===== config.mk =====
export PLATFORM = sky130hd
export DESIGN_NAME = pllcl_top
export DESIGN_NICKNAME = d
export VERILOG_FILES = /design/src/include/pllcl_pkg.sv /design/src/include/pllcl_lock_if.sv /design/src/core/pllcl_lock_timer.sv /design/src/core/pllcl_top.sv
export SDC_FILE = /design/constraint.sdc
export NUM_CORES = 1
export LEC_CHECK = 0
export BUFFER_PORTS_ARGS = -buffer_cell sky130_fd_sc_hd__buf_2
export CORE_MARGIN = 1.5
export CORE_UTILIZATION = 52
export DETAILED_ROUTE_END_ITERATION = 10
export HOLD_SLACK_MARGIN = 0.05
export PLACE_DENSITY = 0.69
export SYNTH_ARGS = -nofsm -noshare
export SYNTH_HDL_FRONTEND = slang
export SYNTH_HIERARCHICAL = 1
export SYNTH_SLANG_ARGS = --single-unit

===== constraint.sdc =====
create_clock -name core_clk -period 160.1 [get_ports core_clk]
set_input_delay 8.005 -clock core_clk [delete_from_list [all_inputs] [get_ports core_clk]]
set_output_delay 8.005 -clock core_clk [all_outputs]
set_load 0.01 [all_outputs]

===== src/include/pllcl_pkg.sv =====
// Purpose: Constants and state types for the frequency synthesizer control block.
// Assumes: Byte-wide special function register bus, 100 MHz core_clk.
// Notes:   Every offset, field position, reset value and timing count is named here once.
// Contract
// - Lock indicator reads in control bit 4.
// - Bit 2 selects internal or external reference.
// - Loop held in reset while enable clear.
// - Bit 0 switches the bias generator.
// - Control and divider upper bits read zero.
// - Pre-divider zero means divide by 32.
// - Multiplier zero means factor 256.
// - Output equals reference times multiplier over divider.
// - Filter register upper two bits read zero.
package pllcl_pkg;

    localparam logic [7:0] PLLCL_OFS_CONTROL = 8'h89;
    localparam logic [7:0] PLLCL_OFS_DIVIDER = 8'h8d;
    localparam logic [7:0] PLLCL_OFS_MULT    = 8'h8e;
    localparam logic [7:0] PLLCL_OFS_FILTER  = 8'h8f;

    localparam logic [7:0] PLLCL_RST_CONTROL = 8'h00;
    localparam logic [4:0] PLLCL_RST_DIVIDER = 5'h01;
    localparam logic [7:0] PLLCL_RST_MULT    = 8'h01;
    localparam logic [5:0] PLLCL_RST_FILTER  = 6'h31;

    localparam int PLLCL_BIT_LOCK  = 4;
    localparam int PLLCL_BIT_SRC   = 2;
    localparam int PLLCL_BIT_EN    = 1;
    localparam int PLLCL_BIT_PWR   = 0;
    localparam int PLLCL_DIV_W     = 5;
    localparam int PLLCL_FLT_W     = 6;
    localparam int PLLCL_ICO_LSB   = 4;
    localparam int PLLCL_LP_MSB    = 3;

    localparam logic [5:0] PLLCL_DIV_ZERO_VAL  = 6'h20;
    localparam logic [8:0] PLLCL_MULT_ZERO_VAL = 9'h100;

    localparam int PLLCL_CLK_MHZ         = 100;
    localparam int PLLCL_LOCK_DELAY_US   = 50;
    localparam int PLLCL_LOCK_CYCLES     = PLLCL_LOCK_DELAY_US * PLLCL_CLK_MHZ;
    localparam int PLLCL_LOCK_CNT_W      = 16;

    typedef struct packed {
        logic                   src_ext;
        logic                   loop_en;
        logic                   bias_en;
        logic [PLLCL_DIV_W-1:0] predivide;
        logic [7:0]             multiplier;
        logic [PLLCL_FLT_W-1:0] filter;
        logic [7:0]             rdata;
        logic [5:0]             div_eff;
        logic [8:0]             mul_eff;
        logic                   loop_reset;
        logic [31:0]            freq_khz;
    } pllcl_state_s;

    typedef enum logic [1:0] {
        PLLCL_LK_OFF   = 2'b00,
        PLLCL_LK_WAIT  = 2'b01,
        PLLCL_LK_LOCK  = 2'b10
    } pllcl_lock_e;

    typedef struct packed {
        pllcl_lock_e                 st;
        logic [PLLCL_LOCK_CNT_W-1:0] cnt;
        logic                        locked;
    } pllcl_timer_s;

endpackage : pllcl_pkg


===== src/include/pllcl_lock_if.sv =====
// Purpose: Carries the arm request and lock answer between control and lock timer.
// Assumes: Both ends run on core_clk.
// Notes:   Arm is a level; dropping it must clear lock in the same edge.
`timescale 1ns/10ps
interface pllcl_lock_if;
    logic arm;
    logic locked;
    modport ctrl  (output arm, input locked);
    modport timer (input arm, output locked);
endinterface : pllcl_lock_if


===== src/core/pllcl_lock_timer.sv =====
// Purpose: Models the analog loop settling as a fixed lock delay.
// Assumes: Arm is high only while bias and loop enable are both set.
// Notes:   A new arm after a drop restarts the full delay.
`timescale 1ns/10ps
module pllcl_lock_timer #(
    parameter int LOCK_DELAY_CYCLES = pllcl_pkg::PLLCL_LOCK_CYCLES
) (
    input  wire logic  core_clk,
    input  wire logic  rst,
    pllcl_lock_if.timer lk
);
    import pllcl_pkg::*;

    localparam logic [PLLCL_LOCK_CNT_W-1:0] LAST = PLLCL_LOCK_CNT_W'(LOCK_DELAY_CYCLES - 1);

    pllcl_timer_s t_q;
    pllcl_timer_s t_d;

    always_comb begin
        t_d = t_q;
        case (t_q.st)
            PLLCL_LK_OFF: begin
                t_d.cnt = '0;
                if (lk.arm) begin
                    t_d.st = PLLCL_LK_WAIT;
                end
            end
            PLLCL_LK_WAIT: begin
                t_d.cnt = t_q.cnt + 1'b1;
                if (t_q.cnt >= LAST) begin
                    t_d.st = PLLCL_LK_LOCK;
                end
            end
            PLLCL_LK_LOCK: begin
                t_d.cnt = t_q.cnt;
            end
            default: begin
                t_d.st = PLLCL_LK_OFF;
            end
        endcase
        // Losing arm wins over every state so lock never lingers.
        if (!lk.arm) begin
            t_d.st  = PLLCL_LK_OFF;
            t_d.cnt = '0;
        end
        t_d.locked = (t_d.st == PLLCL_LK_LOCK);
    end

    always_ff @(posedge core_clk) begin
        if (rst) begin
            t_q <= '{st: PLLCL_LK_OFF, cnt: '0, locked: 1'b0};
        end else begin
            t_q <= t_d;
        end
    end

    assign lk.locked = t_q.locked;

endmodule : pllcl_lock_timer


===== src/core/pllcl_top.sv =====
// Purpose: Register file and control outputs of the frequency synthesizer.
// Assumes: Register strobes are synchronous to core_clk; one access per cycle.
// Notes:   The analog loop is replaced by a lock delay and a numeric frequency model.
//          Range and filter selections are stored and passed on, never checked against
//          the programmed ratio; keeping them consistent is left to software.
`timescale 1ns/10ps
module pllcl_top #(
    parameter int LOCK_DELAY_CYCLES = pllcl_pkg::PLLCL_LOCK_CYCLES
) (
    input  wire logic                               core_clk,
    input  wire logic                               rst,
    // Register bus.
    input  wire logic                               sfr_page_sel,
    input  wire logic [7:0]                         sfr_addr,
    input  wire logic                               sfr_wr,
    input  wire logic                               sfr_rd,
    input  wire logic [7:0]                         sfr_wdata,
    output logic      [7:0]                         sfr_rdata,
    // Reference frequencies of the numeric model.
    input  wire logic [31:0]                        int_ref_khz,
    input  wire logic [31:0]                        ext_ref_khz,
    // Synthesizer controls, all held in flip-flops.
    output logic                                    ref_source_select,
    output logic                                    bias_power_enable,
    output logic                                    loop_enable,
    output logic                                    loop_reset,
    output logic      [5:0]                         ref_divisor,
    output logic      [8:0]                         mult_factor,
    output logic      [1:0]                         osc_range_select,
    output logic      [3:0]                         loop_filter_select,
    output logic      [31:0]                        synth_freq_khz,
    // Status.
    output logic                                    lock_indicator
);
    import pllcl_pkg::*;

    ////////////////////////////////////////////////////////////////////////////////
    // State and lock timer.

    pllcl_state_s s_q;
    pllcl_state_s s_d;
    logic         lock_q;
    logic         lock_d;

    // A new arm always restarts the lock delay from zero.
    pllcl_lock_if lk ();

    pllcl_lock_timer #(
        .LOCK_DELAY_CYCLES (LOCK_DELAY_CYCLES)
    ) u_lock_timer (
        .core_clk (core_clk),
        .rst      (rst),
        .lk       (lk)
    );

    // The loop only runs when bias and enable are both on, whatever order software used.
    assign lk.arm = s_q.loop_en & s_q.bias_en;

    ////////////////////////////////////////////////////////////////////////////////
    // Address decode.

    // Every access needs the page select; the address alone also matches other pages.
    logic hit_ctl;
    logic hit_div;
    logic hit_mul;
    logic hit_flt;

    always_comb begin
        hit_ctl = sfr_page_sel && (sfr_addr == PLLCL_OFS_CONTROL);
        hit_div = sfr_page_sel && (sfr_addr == PLLCL_OFS_DIVIDER);
        hit_mul = sfr_page_sel && (sfr_addr == PLLCL_OFS_MULT);
        hit_flt = sfr_page_sel && (sfr_addr == PLLCL_OFS_FILTER);
    end

    ////////////////////////////////////////////////////////////////////////////////
    // Write fields and read images.
    // Bit positions stay here, out of the next-state logic, so a moved field is one edit.

    logic                   wr_src_ext;
    logic                   wr_loop_en;
    logic                   wr_bias_en;
    logic [PLLCL_DIV_W-1:0] wr_predivide;
    logic [PLLCL_FLT_W-1:0] wr_filter;
    logic [7:0]             img_ctl;
    logic [7:0]             img_div;
    logic [7:0]             img_flt;
    logic [7:0]             img_sel;

    always_comb begin
        wr_src_ext   = sfr_wdata[PLLCL_BIT_SRC];
        wr_loop_en   = sfr_wdata[PLLCL_BIT_EN];
        wr_bias_en   = sfr_wdata[PLLCL_BIT_PWR];
        wr_predivide = sfr_wdata[PLLCL_DIV_W-1:0];
        wr_filter    = sfr_wdata[PLLCL_FLT_W-1:0];

        // Reserved bit 3 and unused bits 7:5 read as zero.
        img_ctl                 = 8'h00;
        img_ctl[PLLCL_BIT_LOCK] = lock_q;
        img_ctl[PLLCL_BIT_SRC]  = s_q.src_ext;
        img_ctl[PLLCL_BIT_EN]   = s_q.loop_en;
        img_ctl[PLLCL_BIT_PWR]  = s_q.bias_en;
        img_div                 = {3'h0, s_q.predivide};
        img_flt                 = {2'h0, s_q.filter};

        // A read that hits nothing, or comes while the page is away, returns zero.
        if (hit_ctl) begin
            img_sel = img_ctl;
        end else if (hit_div) begin
            img_sel = img_div;
        end else if (hit_mul) begin
            img_sel = s_q.multiplier;
        end else if (hit_flt) begin
            img_sel = img_flt;
        end else begin
            img_sel = 8'h00;
        end
    end

    ////////////////////////////////////////////////////////////////////////////////
    // Next state.

    // The product is 41 bits: a 32-bit reference times a 9-bit factor of up to 256.
    logic [31:0] ref_khz;
    logic [40:0] product;
    logic [40:0] quotient;

    always_comb begin
        s_d     = s_q;
        ref_khz = 32'h0;
        product = 41'h0;
        quotient = 41'h0;

        // Only the stored bits of each register take write data; the rest are dropped here.
        if (sfr_wr && hit_ctl) begin
            // Bit 3 is reserved and bit 4 is status, so neither is stored.
            s_d.src_ext = wr_src_ext;
            s_d.loop_en = wr_loop_en;
            s_d.bias_en = wr_bias_en;
        end
        if (sfr_wr && hit_div) begin
            s_d.predivide = wr_predivide;
        end
        if (sfr_wr && hit_mul) begin
            s_d.multiplier = sfr_wdata;
        end
        if (sfr_wr && hit_flt) begin
            s_d.filter = wr_filter;
        end

        // Read data is captured on the read strobe and held until the next read.
        // The image comes from the stored state, so a write in the same cycle reads old.
        if (sfr_rd) begin
            s_d.rdata = img_sel;
        end

        // Effective ratio from the values that will be stored this edge.
        if (s_d.predivide == '0) begin
            s_d.div_eff = PLLCL_DIV_ZERO_VAL;
        end else begin
            s_d.div_eff = {1'b0, s_d.predivide};
        end
        if (s_d.multiplier == 8'h00) begin
            s_d.mul_eff = PLLCL_MULT_ZERO_VAL;
        end else begin
            s_d.mul_eff = {1'b0, s_d.multiplier};
        end

        // Held in reset unless both bias and enable stand after this edge.
        s_d.loop_reset = ~(s_d.loop_en & s_d.bias_en);

        // Frequency model, zero while the loop is held in reset.
        ref_khz = s_d.src_ext ? ext_ref_khz : int_ref_khz;
        // Integer division truncates, so a ratio that does not divide evenly reads low.
        product = 41'(ref_khz) * 41'(s_d.mul_eff);
        quotient = product / 41'(s_d.div_eff);
        if (s_d.loop_reset) begin
            s_d.freq_khz = 32'h0;
        end else begin
            s_d.freq_khz = quotient[31:0];
        end

        lock_d = lk.locked;
    end

    ////////////////////////////////////////////////////////////////////////////////
    // Registers.

    // Every field is reset by name so that the reset image is plain to read.
    always_ff @(posedge core_clk) begin
        if (rst) begin
            s_q.src_ext    <= PLLCL_RST_CONTROL[PLLCL_BIT_SRC];
            s_q.loop_en    <= PLLCL_RST_CONTROL[PLLCL_BIT_EN];
            s_q.bias_en    <= PLLCL_RST_CONTROL[PLLCL_BIT_PWR];
            s_q.predivide  <= PLLCL_RST_DIVIDER;
            s_q.multiplier <= PLLCL_RST_MULT;
            s_q.filter     <= PLLCL_RST_FILTER;
            s_q.rdata      <= 8'h00;
            s_q.div_eff    <= {1'b0, PLLCL_RST_DIVIDER};
            s_q.mul_eff    <= {1'b0, PLLCL_RST_MULT};
            s_q.loop_reset <= 1'b1;
            s_q.freq_khz   <= 32'h0;
            lock_q         <= 1'b0;
        end else begin
            s_q    <= s_d;
            lock_q <= lock_d;
        end
    end

    ////////////////////////////////////////////////////////////////////////////////
    // Outputs, all straight from flip-flops.

    assign sfr_rdata          = s_q.rdata;
    assign ref_source_select  = s_q.src_ext;
    assign bias_power_enable  = s_q.bias_en;
    assign loop_enable        = s_q.loop_en;
    assign loop_reset         = s_q.loop_reset;
    // Divisor and factor are shown after the zero codes have been mapped.
    assign ref_divisor        = s_q.div_eff;
    assign mult_factor        = s_q.mul_eff;
    // Range and filter are passed on untouched; choosing them right is up to software.
    assign osc_range_select   = s_q.filter[PLLCL_FLT_W-1:PLLCL_ICO_LSB];
    assign loop_filter_select = s_q.filter[PLLCL_LP_MSB:0];
    assign synth_freq_khz     = s_q.freq_khz;
    // Lock passes one more flop here, so status leaves from this module's own register.
    assign lock_indicator     = lock_q;

endmodule : pllcl_top


### Word-level counts from Yosys, hierarchy flattened

Cells that the tools add are included.

| operators by class | value |
|---|---|
| $add $sub $neg | 1 |
| multiply operators | 1 |
| div/mod/pow operators | 1 |
| $lt $le $gt $ge | 1 |
| equality and inequality tests | 7 |
| shifts and indexed selects | 0 |
| muxes and demuxes | 14 |
| bitwise logic cells | 4 |
| reductions and logical operators | 14 |

Operator list:

| operator | count |
|---|---|
| $div 41x6->41 | 1 |
| $mul 32x9->41 | 1 |
| $eq 8x8->1 const B | 4 |
| $mux 32 | 1 |
| $mux 8 | 4 |
| $pmux 16 s2 | 1 |
| $mux 18 | 1 |
| $add 16x1->16 const B | 1 |
| $ge 16x13->1 const B | 1 |
| $mux 6 | 2 |
| $mux 9 | 1 |
| $logic_and 1x1->1 | 8 |
| $logic_not 8->1 | 1 |
| $pmux 2 s3 | 1 |
| $logic_not 5->1 | 1 |
| $mux 5 | 1 |
| $eq 2x2->1 const B | 2 |
| $reduce_or 2->1 | 2 |
| $mux 3 | 1 |
| $and 1x1->1 | 2 |
| $eq 2x1->1 const B | 1 |
| $logic_not 2->1 | 1 |
| $mux 2 | 1 |
| $not 1->1 | 2 |
| $reduce_bool 2->1 | 1 |

| word-level totals | value |
|---|---|
| bits in registers | 98 |
| latch bits | 0 |
| bits in writable memories | 0 |
| memory bits (read-only) | 0 |
| input bits | 85 |
| output and inout bits | 66 |
| logic and storage cells | 58 |
| memories | 0 |

### Logic depth before layout (Yosys ltp)

Gate-level depths: netlist (run 1).

| depth | value |
|---|---|
| word-level depth | 8 |
| mapped depth | 609 |

### Hierarchy

The synthesis (run 1) kept the hierarchy.

Modules (own cells, without submodules):

| module | instances | cells each | area an instance (µm²) | seq. area each (µm²) |
|---|---|---|---|---|
| pllcl_top | 1 | 5933 | 42803.6 | 1561.5 |
| pllcl_lock_timer | 1 | 91 | 839.6 | 380.4 |

### Least setup slack after synthesis (run 1)

No wires, ideal clock.

| path | value |
|---|---|
| path kind | in2reg |
| start | input port sfr_addr[5] |
| end | register s_q, in the netlist synth_freq_khz[0] |
| data arrival time | 117.805 ns |
| data required time | 159.968 ns |
| setup slack | 42.164 ns |
| stages on the path | 578 |
| buffers on the path | 51 |
| cell sequence | or4b_4 > nor2_1 > nand2_1 > nor2_1 > nand2_1 > clkbuf_1 > a21o_1 > nor4_1 > nand2_1 > clkbuf_1 > nor2_1 > fa_1 > fa_1 > fa_1 > inv_1 > fa_1 > inv_1 > ha_1 > [... 542 more ...] > nor4_4 > nand2_2 > clkbuf_1 > nor2_1 > a21oi_1 > ha_1 > a21oi_1 > nor2b_1 > o21ai_0 > nand2b_1 > a21oi_1 > nor2b_1 > a2111o_1 > nor4b_1 > nand4_1 > or4_1 > nor4_1 > a31oi_1 |

| on the way | value |
|---|---|
| word-level cells in the longest chain between the ends | 8 |
| elaborated cells on any way between the ends | 22 |
| classes of those cells | mul: 1; div: 1; eq/ne: 3; mux: 6; bitwise: 2; reduce/logical: 9 |

RTL lines:

| element | line | RTL |
|---|---|---|
| from (decl) | pllcl_top.sv:14 | `input wire logic [7:0] sfr_addr,` |
| $eq 8x8->1 | pllcl_top.sv:71 | `hit_mul = sfr_page_sel && (sfr_addr == PLLCL_OFS_MULT);` |
| $logic_and 1x1->1 | pllcl_top.sv:71 |  |
| $logic_and 1x1->1 | pllcl_top.sv:143 | `if (sfr_wr && hit_mul) begin` |
| $mux 8 | pllcl_top.sv:143 |  |
| $logic_not 8->1 | pllcl_top.sv:162 | `if (s_d.multiplier == 8'h00) begin` |
| $mux 9 | pllcl_top.sv:162 |  |
| $mul 32x9->41 | pllcl_top.sv:174 | `product = 41'(ref_khz) * 41'(s_d.mul_eff);` |
| $div 41x6->41 | pllcl_top.sv:175 | `quotient = product / 41'(s_d.div_eff);` |
| to (decl) | pllcl_top.sv:40 | `pllcl_state_s s_q;` |

Parallel ways exist; a longest one is shown, timed or not.
A chain may end at the register's enable or synchronous reset.

### Final worst setup path (run 1)

Same ends and word-level chain as after synthesis.

==> metrics.cfg, run 1 <==
[outcome]
outcome=finished, final reports clean

[global_route]
grt_max_degree=61
gr-usage-all-layers=0.328
grt_pass1_wl_mm=231
grt_pass1_vias=42437
grt-ovfl-total=0
antenna_found_initial=5

[sta]
hold_viol_final=0
tightestPinTransition_ns=1.29
fin_tns_setup_ns=0
clock-skew-final_ns=0.0469
final_max_slew_viol_count=0
max_slew_margin=0.115
fin_crit_ns=137.42
post-route-period-util=0.858
clock.fmax_ghz=0.00728
rsz0062_at_grt=false
finalSetupViolations=0

[synthesis]
yosys_register_bits=97
synth_most_common_cell=nor2_1
yosysWarnings=6
synthTopCellsByCount=766 x nor2_1, 551 x nand2_1, 367 x a21oi_1
yosysSeqAreaShare=0.0445
netlist_area_um2=43600
syn_inst=6024
synth_area_per_cell_um2=7.24
synth_edf_count=0
syn-num-nets=6615
async_flop_share=0
synthTopCellsByArea=fa_1 9.7%, ha_1 8.5%, nor2_1 6.6%, xnor2_1 5.1%, nand2_1 4.7%
synthFlopType=dfxtp_1
synth_top_area_frac=0.0968
synth.largest_area_cell=fa_1
yosysUniqueCellTypes=162

[critical_path]
cp.required_ns=160.39
slowest_delay_ns=0.86
end_kind=flip-flop
start_kind=input pin
reg2reg_slack_ns=32.04
r2r-start=s_q[63]
path_common_cell=o21a_1
rr_worst_depth=527
worstPathMaxFanout=31
worstPathArrival_ns=137.71
r2r_end=synth_freq_khz[0]
critical_path_class=in2reg
crit_slowest_cell=nand2_1

[clocking]
clk_latency_ns=0.46
htree_levels=3
ctsLongestPathBuffers=2
post-cts-setup-buffers=0
cts_resized=0
cts.sinks=97
cts_buffers=9
clkSlewWorstSetupHoldPaths_ns=0.10
root_buffer=clkbuf_16
ctsHoldBuffers=0
cts_tree=built

[flow_run]
maxCapViolations=0

[drt]
drt_pre_antenna_iters=6
ant_nets=0
drc_errors=0
routed_via_density=6.51
wl_per_cell_um=20.6
wl_mm=145
num_vias=45889
drt_iter0_drc=4244

[min_path]
hold_class=reg2reg
whs_endpoint=lock_indicator
hold_depth=1
hp-start=u_lock_timer/lk.locked

[layout]
area_delta_synth_final_pct=2.88
ff_latch_area_um2=1940
finalNetCount=6553
drive_above_1_share=0.0957
multiInputGateArea_um2=39000
n_fill_cell=8154

[floorplan]
die_w_um=293
core_area_um2=83400
num_rows=106
start_util=0.523
ios=151
die_area_um2=85700
die_h_um=293

[place]
gp_congestion=0.979
port_buffers=150
dpl.hpwl_mm=118

[per-stage QoR]
stage	worst slack, ns	utilization	hold WS, ns	cells	instance area, µm²
floorplan	42.16	-	0.414	6024	43600
global placement	28.78	0.534	0.421	7031	44600
detailed placement	24.63	0.534	0.423	7031	44600
CTS	24.70	0.538	0.445	7047	44900
global route	10.27	0.538	0.459	7047	44900
finish	22.68	0.538	0.442	7049	44900
[worst max path at each step]
stage                              endpoint  slack, ns   startpoint  cells past startpoint
final                     synth_freq_khz[0]      22.68  sfr_addr[5]                    533
after global routing      synth_freq_khz[0]      10.27  sfr_addr[5]                    537
after CTS                 synth_freq_khz[0]      24.70  sfr_addr[5]                    531
after detailed placement  synth_freq_khz[0]      24.63  sfr_addr[5]                    530
after global placement    synth_freq_khz[0]      28.78  sfr_addr[5]                    530
after floorplan           synth_freq_khz[0]      42.16  sfr_addr[5]                    578
[critical path: cells and delay by family]
family                     cells  cell delay (ns)
AOI/OAI and AO/OA            229            50.05
adders and majority gates     46            14.80
buffers and inverters         36             3.28
muxes                         11             4.14
and+or+nand+nor              211            57.24
[placed cells by master, fill, tap and decap left out, types with 59 or more instances in the layout]
cell type,Yosys,layout
a21o_1,97,97
a21oi_1,367,365
a31oi_1,61,61
and2_1,91,91
and3_1,96,96
buf_2,26,150
dfxtp_1,97,97
fa_1,211,211
ha_1,295,295
inv_1,312,311
mux2_2,85,85
mux2i_1,127,118
nand2_1,551,551
nand2b_1,59,59
nand3_1,148,148
nand4_1,88,88
nor2_1,766,766
nor3_1,240,240
o21a_1,159,159
o21ai_0,194,193
o31ai_1,62,62
or2_2,66,66
or3_1,84,83
xnor2_1,255,255
xor2_1,131,131
[layout make-up]
type	count	share of cell area
antenna	2	0.000111
clock buffer	9	0.00502
clock inverter	7	0.00203
inverter	314	0.0263
multi-input combinational	5348	0.869
sequential	97	0.0433
tap	1080	0.0301
timing repair buffer	192	0.0237
[per-layer routing]
metal | track usage | up-vias | routed length [µm]
met5 | 0 | - | 22
met3 | 0.0477 | 247 | 11800
met1 | 0.466 | 21749 | 66000
met4 | 0.104 | 4 | 4700
li1 | - | 21964 | -
met2 | 0.508 | 1925 | 62500
[cell families after synthesis]
family / share of synthesized area
mux: 0.0542
buf+inv: 0.0640
compound gates: 0.264
flops: 0.0445
fa+ha+maj: 0.182
xor+xnor: 0.0800
simple gates: 0.312
[state kept, by name (all words and copies together) (netlist names), 2 cells and up]
| name | count |
|---|---|
| osc_range_select | 2 |
| u_lock_timer/t_q | 18 |
| mult_factor | 9 |
| loop_filter_select | 4 |
| s_q | 8 |
| synth_freq_khz | 32 |
| ref_divisor | 6 |
| sfr_rdata | 8 |
| img_div | 4 |
Power of run 1 is not shown: default switching activity piles up to over one toggle a cycle in this logic, so the estimate is an artifact.
==> run 2: changes to the inputs <==
--- a/config.mk
+++ b/config.mk
@@ -6,11 +6,13 @@
 export NUM_CORES = 1
 export LEC_CHECK = 0
 export BUFFER_PORTS_ARGS = -buffer_cell sky130_fd_sc_hd__buf_2
+export CELL_PAD_IN_SITES_DETAIL_PLACEMENT = 1
+export CELL_PAD_IN_SITES_GLOBAL_PLACEMENT = 2
 export CORE_MARGIN = 1.5
-export CORE_UTILIZATION = 52
+export CORE_UTILIZATION = 39
 export DETAILED_ROUTE_END_ITERATION = 10
 export HOLD_SLACK_MARGIN = 0.05
-export PLACE_DENSITY = 0.69
+export PLACE_DENSITY_LB_ADDON = 0.1
 export SYNTH_ARGS = -nofsm -noshare
 export SYNTH_HDL_FRONTEND = slang
 export SYNTH_HIERARCHICAL = 1
==> metrics.cfg, run 2 (synthesized netlist as in run 1, its figures left out) <==
[sta]
clock.fmax_ghz=0.00701
finalSetupViolations=0
rsz0062_at_grt=false
fin_tns_setup_ns=0
post-route-period-util=0.891
final_max_slew_viol_count=0
hold-worst-slack_ns=0.453
hold_viol_final=0
clock-skew-final_ns=0.0523
fin_crit_ns=142.59
tightestPinTransition_ns=1.22
fin_ws_ns=17.51
max_slew_margin=0.186

[floorplan]
die_area_um2=114000
core_area_um2=111000
ios=151
start_util=0.394
die_h_um=338
num_rows=122
die_w_um=338

[clocking]
root_buffer=clkbuf_16
clk_latency_ns=0.48
post-cts-setup-buffers=0
ctsHoldBuffers=0
cts_resized=0
cts_buffers=9
ctsLongestPathBuffers=2
htree_levels=3
cts_tree=built
clkSlewWorstSetupHoldPaths_ns=0.09
cts.sinks=97

[critical_path]
worstPathArrival_ns=142.91
cp.required_ns=160.42
reg2reg_slack_ns=26.87
r2r_end=synth_freq_khz[0]
start_kind=input pin
path_common_cell=o21a_1
rr_worst_depth=523
crit_path_end=synth_freq_khz[0]
r2r-start=s_q[64]
crit_cells=529
slowest_delay_ns=0.97
crit_slowest_cell=nand2_1
worst-path-buf-inv=39
worstPathMaxFanout=31
end_kind=flip-flop
startpoint=sfr_addr[5]
critical_path_class=in2reg
crit_family=simple AND/OR/NAND/NOR gates

[layout]
layout_common_cells=766 x nor2_1, 551 x nand2_1, 365 x a21oi_1
design_area_um2=45400
largest_reg_flops=32
area_delta_synth_final_pct=4.06
drive_above_1_share=0.0969
diodes=0
final_common_cell=nor2_1
finalNetCount=6561

[global_route]
grt_pass1_vias=46238
antenna_found_initial=4
grt_max_degree=61
grt_pass1_wl_mm=269
grt-ovfl-total=0
gr-usage-all-layers=0.295

[flow_run]
maxCapViolations=0

[place]
place_ws_ns=19.09
dpl.hpwl_mm=141
port_buffers=150
postPlaceCellArea_um2=45100
gp_congestion=0.912

[drt]
drt_pre_antenna_iters=5
highest_layer=met4
met1_length_mm=84.4
num_vias=46053
drc_errors=0
ant_nets=0
wl_per_cell_um=22.9
routed_via_density=6.17
wl_met3_mm=6.09
wl_mm=171
met2_length_mm=77.8
drt_iter0_drc=3058

[min_path]
hold_class=reg2reg

[outcome]
outcome=finished, final reports clean

[run 2: per-stage QoR]
stage | utilization | instances
after detailed placement | 0.407 | 7447
after CTS | 0.410 | 7463
after global routing | 0.410 | 7463
after global placement | 0.407 | 7447
final | 0.410 | 7463
after floorplan | - | 6024
[run 2: worst min path at each step]
| stage | depth (start not counted) | to | slack [ns] | from |
|---|---|---|---|---|
| 2_1_floorplan | 1 | lock_indicator | 0.41 | u_lock_timer/lk.locked |
| 3_3_place_gp | 1 | lock_indicator | 0.42 | u_lock_timer/lk.locked |
| 3_5_place_dp | 1 | lock_indicator | 0.44 | u_lock_timer/lk.locked |
| 4_1_cts | 1 | lock_indicator | 0.46 | u_lock_timer/lk.locked |
| 5_1_grt | 1 | lock_indicator | 0.48 | u_lock_timer/lk.locked |
| 6_report | 1 | lock_indicator | 0.45 | u_lock_timer/lk.locked |
[run 2: metal layers]
layer,vias up,global-route usage
met5,-,0
met4,0,0.0576
met3,117,0.0216
met2,888,0.479
met1,23085,0.425
li1,21963,-
[run 2: cell type report]
| class | count | area (µm²) |
|---|---|---|
| clock inverters | 6 | 57.6 |
| fillers | 14203 | 65400 |
| well taps | 1488 | 1860 |
| clock buffers | 10 | 229 |
| multi-input cells | 5348 | 39000 |
| inverters | 314 | 1180 |
| flip-flops and latches | 97 | 1940 |
| repair buffers | 200 | 1130 |
Power of run 2 is left out for the same reason.
